### src/stt_pkg.sv
`default_nettype none
package stt_pkg;

	// Register byte offsets.
	localparam logic [7:0] STT_MODE_OFS = 8'h00;
	localparam logic [7:0] STT_STATUS_OFS = 8'h04;
	localparam logic [7:0] STT_VALUE_ACK_OFS = 8'h08;
	localparam logic [7:0] STT_SNAPSHOT_OFS = 8'h0c;
	localparam logic [7:0] STT_EVT_OFS = 8'h10;
	localparam logic [7:0] STT_EVT_MASK_OFS = 8'h14;

	// Field widths and positions.
	localparam int STT_LIMIT_W = 20;
	localparam int STT_OVF_W = 12;
	localparam int STT_LIMIT_LSB = 0;
	localparam int STT_RUN_EN_BIT = 24;
	localparam int STT_IRQ_EN_BIT = 25;
	localparam int STT_FLAG_BIT = 0;
	localparam int STT_EVT_W = 2;
	localparam int STT_EVT_REACH_BIT = 0;
	localparam int STT_EVT_WRAP_BIT = 1;

	// Reset values.
	localparam logic [19:0] STT_LIMIT_RST = 20'hfffff;
	localparam logic STT_RUN_EN_RST = 1'b0;
	localparam logic STT_IRQ_EN_RST = 1'b0;
	localparam logic [31:0] STT_ZERO_RST = 32'h0000_0000;

	// Tick timing: the counters advance once per this many clock cycles.
	localparam int STT_TICK_DIV = 16;
	localparam int STT_PRESC_W = 4;
	localparam logic [3:0] STT_PRESC_LAST = 4'(STT_TICK_DIV - 1);

	typedef struct packed {
		logic irqEn;
		logic runEn;
		logic [STT_LIMIT_W-1:0] limit;
	} stt_mode_t;

	// Counter word as it appears in the value and snapshot registers.
	typedef struct packed {
		logic [STT_OVF_W-1:0] overflowCount;
		logic [STT_LIMIT_W-1:0] intervalCount;
	} stt_count_t;

endpackage : stt_pkg
`default_nettype wire

### src/stt_timer.sv
`timescale 1ns/1ns
`default_nettype none

module stt_timer
	import stt_pkg::*;
(
	// Clock and reset.
	input wire logic clk,
	input wire logic rst_b,
	// Core debug state, synchronous to clk.
	input wire logic dbgHalt,
	// APB slave.
	input wire logic psel,
	input wire logic penable,
	input wire logic pwrite,
	input wire logic [7:0] paddr,
	input wire logic [31:0] pwdata,
	output logic [31:0] prdata,
	output logic pready,
	output logic pslverr,
	// Interrupt.
	output logic irq
);

	stt_mode_t mode_q;
	stt_count_t cnt_q;
	logic [STT_PRESC_W-1:0] presc_q;
	logic flag_q;
	logic [STT_EVT_W-1:0] evt_q;
	logic [STT_EVT_W-1:0] evtMask_q;
	logic [31:0] rdData_q;
	logic readyState_q;
	logic slvErr_q;
	logic irq_q;

	logic tick;
	logic counting;
	logic reach;
	logic ovfWrap;
	logic setupPh;
	logic accessPh;
	logic wrAcc;
	logic valueRdAcc;
	logic mapped;
	logic [STT_OVF_W-1:0] ovf_d;
	logic [31:0] rdData_d;

	assign setupPh = psel & ~penable;
	assign accessPh = psel & penable & readyState_q;
	assign wrAcc = accessPh & pwrite & ~slvErr_q;
	assign valueRdAcc = accessPh & ~pwrite & (paddr == STT_VALUE_ACK_OFS);

	// tick divider
	// The prescaler also freezes in debug so the next tick keeps its phase.
	always_ff @(posedge clk or negedge rst_b) begin
		if (!rst_b) begin
			presc_q <= '0;
		end else if (!dbgHalt) begin
			presc_q <= presc_q + 4'h1;
		end
	end

	assign tick = (presc_q == STT_PRESC_LAST) & ~dbgHalt;

	// enable at zero
	// A nonzero count always runs on until it is back at zero, so the enable bit only matters at zero.
	assign counting = (cnt_q.intervalCount != '0) | mode_q.runEn;
	assign reach = tick & counting & (cnt_q.intervalCount == mode_q.limit);
	assign ovfWrap = reach & (cnt_q.overflowCount == '1);

	always_ff @(posedge clk or negedge rst_b) begin
		if (!rst_b) begin
			cnt_q.intervalCount <= '0;
		end else if (reach) begin
			cnt_q.intervalCount <= '0;
		end else if (tick && counting) begin
			cnt_q.intervalCount <= cnt_q.intervalCount + 20'h1;
		end
	end

	// destructive read
	// The returned count was latched at setup; subtracting it keeps any
	// interval that ended between setup and access.
	always_comb begin
		ovf_d = cnt_q.overflowCount;
		if (valueRdAcc) begin
			ovf_d = ovf_d - rdData_q[31:STT_LIMIT_W];
		end
		if (reach) begin
			ovf_d = ovf_d + 12'h1;
		end
	end

	always_ff @(posedge clk or negedge rst_b) begin
		if (!rst_b) begin
			cnt_q.overflowCount <= '0;
		end else begin
			cnt_q.overflowCount <= ovf_d;
		end
	end

	// flag set
	// Set beats the read clear, and intervals not yet returned keep it up.
	always_ff @(posedge clk or negedge rst_b) begin
		if (!rst_b) begin
			flag_q <= 1'b0;
		end else if (reach) begin
			flag_q <= 1'b1;
		end else if (valueRdAcc) begin
			flag_q <= (ovf_d != '0);
		end
	end

	always_ff @(posedge clk or negedge rst_b) begin
		if (!rst_b) begin
			mode_q.limit <= STT_LIMIT_RST;
			mode_q.runEn <= STT_RUN_EN_RST;
			mode_q.irqEn <= STT_IRQ_EN_RST;
		end else if (wrAcc && paddr == STT_MODE_OFS) begin
			mode_q.limit <= pwdata[STT_LIMIT_LSB +: STT_LIMIT_W];
			mode_q.runEn <= pwdata[STT_RUN_EN_BIT];
			mode_q.irqEn <= pwdata[STT_IRQ_EN_BIT];
		end
	end

	// Sticky events, cleared by writing one; a new event wins over the clear.
	always_ff @(posedge clk or negedge rst_b) begin
		if (!rst_b) begin
			evt_q <= '0;
		end else begin
			for (int i = 0; i < STT_EVT_W; i++) begin
				if ((i == STT_EVT_REACH_BIT && reach) || (i == STT_EVT_WRAP_BIT && ovfWrap)) begin
					evt_q[i] <= 1'b1;
				end else if (wrAcc && paddr == STT_EVT_OFS && pwdata[i]) begin
					evt_q[i] <= 1'b0;
				end
			end
		end
	end

	always_ff @(posedge clk or negedge rst_b) begin
		if (!rst_b) begin
			evtMask_q <= '0;
		end else if (wrAcc && paddr == STT_EVT_MASK_OFS) begin
			evtMask_q <= pwdata[STT_EVT_W-1:0];
		end
	end

	always_ff @(posedge clk or negedge rst_b) begin
		if (!rst_b) begin
			irq_q <= 1'b0;
		end else begin
			irq_q <= (flag_q & mode_q.irqEn) | (|(evt_q & evtMask_q));
		end
	end

	// Read mux, sampled in the setup phase so prdata comes from a flop.
	always_comb begin
		rdData_d = STT_ZERO_RST;
		mapped = 1'b1;
		case (paddr)
			STT_MODE_OFS: begin
				rdData_d[STT_LIMIT_LSB +: STT_LIMIT_W] = mode_q.limit;
				rdData_d[STT_RUN_EN_BIT] = mode_q.runEn;
				rdData_d[STT_IRQ_EN_BIT] = mode_q.irqEn;
			end
			STT_STATUS_OFS: begin
				rdData_d[STT_FLAG_BIT] = flag_q;
			end
			STT_VALUE_ACK_OFS, STT_SNAPSHOT_OFS: begin
				rdData_d = cnt_q;
			end
			STT_EVT_OFS: begin
				rdData_d[STT_EVT_W-1:0] = evt_q;
			end
			STT_EVT_MASK_OFS: begin
				rdData_d[STT_EVT_W-1:0] = evtMask_q;
			end
			default: begin
				mapped = 1'b0;
			end
		endcase
	end

	// Zero-wait slave: pready rises in the first access cycle.
	always_ff @(posedge clk or negedge rst_b) begin
		if (!rst_b) begin
			rdData_q <= STT_ZERO_RST;
			readyState_q <= 1'b0;
			slvErr_q <= 1'b0;
		end else begin
			readyState_q <= setupPh;
			if (setupPh) begin
				rdData_q <= pwrite ? STT_ZERO_RST : rdData_d;
				slvErr_q <= ~mapped | (pwrite && (paddr == STT_STATUS_OFS ||
					paddr == STT_VALUE_ACK_OFS || paddr == STT_SNAPSHOT_OFS));
			end else begin
				// Clearing outside setup keeps the error flop aligned with pready.
				slvErr_q <= 1'b0;
			end
		end
	end

	assign prdata = rdData_q;
	assign pready = readyState_q;
	assign pslverr = slvErr_q;
	assign irq = irq_q;

	logic [STT_OVF_W-1:0] retOvf;
	assign retOvf = rdData_q[31:STT_LIMIT_W];

	// Cycles since the last tick, frozen in debug like the divider, so the
	// tick period can be checked against the package constant.
	logic [4:0] tickGap_q;
	always_ff @(posedge clk or negedge rst_b) begin
		if (!rst_b) begin
			tickGap_q <= '0;
		end else if (tick) begin
			tickGap_q <= '0;
		end else if (!dbgHalt) begin
			tickGap_q <= tickGap_q + 5'h1;
		end
	end
endmodule : stt_timer

`default_nettype wire

### config.mk
export PLATFORM = sky130hd
export DESIGN_NAME = stt_timer
export DESIGN_NICKNAME = d
export VERILOG_FILES = /design/src/stt_pkg.sv /design/src/stt_timer.sv
export SDC_FILE = /design/constraint.sdc
export NUM_CORES = 1
export LEC_CHECK = 0
export BUFFER_PORTS_ARGS = -buffer_cell sky130_fd_sc_hd__buf_2
export CAP_MARGIN = 20
export CORE_AREA = 2 2 112 114
export DETAILED_ROUTE_END_ITERATION = 16
export DIE_AREA = 0 0 114 116
export GPL_TIMING_DRIVEN = 0
export PLACE_DENSITY_LB_ADDON = 0.3
export SYNTH_ARGS = -nofsm -noshare
export SYNTH_HDL_FRONTEND = slang
export SYNTH_SLANG_ARGS = --single-unit
### constraint.sdc
create_clock -name clk -period 3.5 [get_ports clk]
set_input_delay 0.525 -clock clk [delete_from_list [all_inputs] [get_ports clk]]
set_output_delay 0.525 -clock clk [all_outputs]
set_load 0.02 [all_outputs]
==> tab_implementation.tex <==
\begin{tabular}{lr}
\hline
Metric & Value \\
\hline
\multicolumn{2}{l}{\textbf{Routing}} \\
Detail-routed net length per standard cell & 16.4 µm \\
Vias per cell & 5.49 \\
First-iteration detailed-routing DRC count & 226 \\
Final ANT Viol Nets & 0 \\
First-pass detailed-route iteration total & 8 \\
Via count & 4187 \\
Total Wirelength & 12500 µm \\
DR DRC count & 0 \\
\multicolumn{2}{l}{\textbf{GRT}} \\
Remaining Overflow, GRT & 0 \\
Wire length of the first global-routing pass & 20600 µm \\
Number of global-route vias before repair & 4167 \\
Global Route Usage Sum & 20.0\% \\
Initial antenna violation count & 0 \\
Largest net degree at the start of global routing & 51 \\
\multicolumn{2}{l}{\textbf{Placed design}} \\
Final weighted congestion of routability-driven global placement & 0.893 \\
DP HPWL & 9270 µm \\
Port bufs & 69 \\
Placed cells & 747 \\
\multicolumn{2}{l}{\textbf{Worst setup path}} \\
Delay of the slowest cell on the worst path & 0.44 ns \\
Crit path buffers/inverters & 2 \\
Critical Path End Type & flip-flop \\
Arrival time reported for the critical path endpoint & 3.53 ns \\
Crit path kind & reg -> reg \\
Most prevalent standard cell on the critical path & inv\_1 \\
Element type at the critical path start & flip-flop \\
Biggest fanout along the worst timing path & 5 \\
Cells traversed along the worst timing path & inv\_1, ha\_1, inv\_1, fa\_1, a211oi\_2, nor2\_1, o31ai\_2, and4\_1, nand4\_1, xor2\_1, or3\_1, o21a\_1 \\
Cell family with the largest share of critical-path delay & simple AND/OR/NAND/NOR gates \\
Slowest library cell on the worst path & dfrtp\_1 \\
Req. time, crit path & 3.74 ns \\
\multicolumn{2}{l}{\textbf{Timing}} \\
Final cycle utilization of the critical path & 93.8\% \\
Number of hold violations in the final report & 0 \\
RSZ-0062 raised after global routing & false \\
Worst slack on hold paths & 0.191 ns \\
Max Fclk & 305 MHz \\
Final critical-path required period & 3.28 ns \\
Number of max-slew violations in the final report & 0 \\
Actual slew at the worst max-slew pin & 0.929 ns \\
Max transition margin & 37.5\% \\
Final setup viols & 0 \\
Worst clock skew on the final layout & 0.00763 ns \\
\multicolumn{2}{l}{\textbf{CTS}} \\
TritonCTS buffer count & 9 \\
CTS tree & done \\
Insertion delay of the later-clocked pin in the worst-skew pair & 0.35 ns \\
Clock Path Buffers & 2 \\
Buffer count from post-CTS setup fixing & 0 \\
Clock root buffer master & clkbuf\_16 \\
Clock transition at the registers of the reported paths & 0.07 ns \\
Number of levels in the clock H-tree & 3 \\
Sinks on Clock Net & 98 \\
\multicolumn{2}{l}{\textbf{Floorplan}} \\
Total Die Area & 13200 µm² \\
Num rows & 40 \\
I/O pin total & 81 \\
Core area & 11900 µm² \\
Die boundary height & 116 µm \\
Horiz. Die Dim & 114 µm \\
Initial core utilization & 44.8\% \\
\multicolumn{2}{l}{\textbf{Finish}} \\
Fraction of final layout cells sized beyond drive strength 1 & 24.4\% \\
Final-stage net count & 673 \\
FF+latch area & 2480 µm² \\
\# diodes & 0 \\
Utilization after layout & 52.0\% \\
Post-synthesis to final-layout area growth & 16.1\% \\
FILL cells & 1097 \\
Finished Layout Cells & 763 \\
Total area of multi-input combinational cells & 2670 µm² \\
\multicolumn{2}{l}{\textbf{Pwr}} \\
Largest vdd supply drop & 0.000199 V \\
Leakage power & 2.88 nW \\
PwrDens & 409 nW/µm² \\
\multicolumn{2}{l}{\textbf{Synthesis}} \\
Number of storage elements in the synthesis netlist & 98 \\
Count of warnings emitted by yosys & 0 \\
Number of enable-type register cells in the synthesized netlist & 0 \\
Syn Inst Count & 530 \\
Top-count cell post-synth & dfrtp\_1 \\
Share of the synthesized area in the top cell type & 36.6\% \\
Main flop type after synthesis & dfrtp\_1 \\
Distinct cell type count of the synthesized netlist & 59 \\
Synth cell count leaders & dfrtp\_1 (78), nand2\_1 (56), o21ai\_0 (44) \\
Synth area leader & dfrtp\_1 \\
Proportion of synthesized flip-flops having asynchronous set or reset & 100\% \\
Post-synthesis instance area & 5340 µm² \\
Total nets after synthesis & 592 \\
Top cells by area, synth & dfrtp\_1 (37\%), dfstp\_2 (9.8\%), mux2\_2 (5.9\%), xor2\_1 (5.1\%), o21ai\_0 (4.1\%) \\
Average footprint of a synthesized cell & 10.1 µm² \\
Sequential fraction of the synthesis area & 46.4\% \\
\multicolumn{2}{l}{\textbf{Min path}} \\
Hold/Removal Path Class & in -> async \\
\multicolumn{2}{l}{\textbf{Run}} \\
Number of violations of the max-capacitance limit & 0 \\
\multicolumn{2}{l}{\textbf{Status}} \\
Result of the run & complete, no violations \\
\hline
\end{tabular}
-- state kept, by name, indices dropped and copies added (netlist names) --
register   cells
pready         1
pslverr        1
flag_q         1
mode_q        22
irq            1
cnt_q         32
prdata        32
presc_q        4
evtMask_q      2
evt_q          2
-- layout make-up --
cell class,instances,area share [%]
clock inverters,5,0.869
clock buffers,11,3.76
inverters,24,1.45
well taps,147,2.97
flip-flops and latches,98,40.0
multi-input cells,382,43.1
plain buffers,26,1.76
repair buffers,70,6.06
-- stage by stage --
step	area (µm²)	TNS (ns)	setup slack, ns	power, mW
detailed placement	5900	-0.0598	-0.0598	1.56
global route	6190	0	0.00792	2.65
finish	6190	0	0.217	2.53
global placement	5860	-0.0629	-0.0629	1.55
CTS	6190	0	0.144	2.56
floorplan	5340	0	0.418	1.44
-- layer usage --
layer  wire (µm)  share of wire [%]  track usage [%]  up-vias
met3         516                4.1             3.19       27
met2        6040                 48             33.7      100
met5           0                  0                0        -
li1            -                  -                -     2042
met1        5600                 45             25.7     2018
met4         325                2.6             8.62        0
-- report_power, final --
part	leakage (nW)	internal [mW]	switching, mW
combinational	1.46	0.127	0.157
clock	0.144	0.554	0.434
sequential	1.28	1.19	0.0708
total	2.88	1.87	0.661
-- layout by cell type (no fill, tap or decap), types with 4 or more instances in the layout --
master / netlist / routed
a21oi_1: 10 / 10
a22oi_1: 21 / 21
and3_1: 6 / 6
buf_1: 4 / 4
buf_2: 3 / 71
clkbuf_1: 18 / 20
clkbuf_16: 0 / 9
dfrtp_1: 78 / 78
dfstp_2: 20 / 20
ha_1: 15 / 15
inv_1: 24 / 24
mux2_2: 28 / 28
mux2i_1: 4 / 4
nand2_1: 56 / 56
nand2b_1: 5 / 5
nand3_1: 17 / 17
nand4_1: 9 / 9
nor2_1: 32 / 32
nor2b_1: 4 / 4
nor3b_1: 5 / 5
nor4_1: 13 / 12
o21ai_0: 44 / 43
o22ai_1: 4 / 4
or3_1: 7 / 7
xnor2_1: 24 / 24
xor2_1: 31 / 31
-- cells by family (layout without fill, tap and decap cells) --
kind of cell	count (synthesis)	after routing	share of synthesized area [%]
compound gates	105	105	12.6
xor+xnor	55	55	9.03
fa+ha+maj	16	16	3.89
buf+inv	50	136	3.73
flops	98	98	46.4
mux	33	33	7.08
simple gates	173	173	17.2
-- repair_timing --
item                       4_1_cts  5_1_grt
setup endpoints to repair        0        1
hold buffers                     0        0
gates resized for setup          0        2
-- final timing paths --
check	from	endpoint	slack (ns)	cells past startpoint
max reg2reg	cnt_q[20]$_DFF_PN0_	flag_q$_DFFE_PN0P_	0.22	12
min in group clk	pwdata[12]	mode_q[12]$_DFFE_PN1P_	0.40	2
max	cnt_q[20]$_DFF_PN0_	flag_q$_DFFE_PN0P_	0.22	12
min reg2reg	presc_q[3]$_DFFE_PN0N_	presc_q[3]$_DFFE_PN0N_	0.48	1
min	rst_b	prdata[26]$_DFFE_PN0P_	0.19	1
max in group asynchronous	rst_b	mode_q[3]$_DFFE_PN1P_	2.58	2
Note: power is estimated with default switching activity, not from simulation.
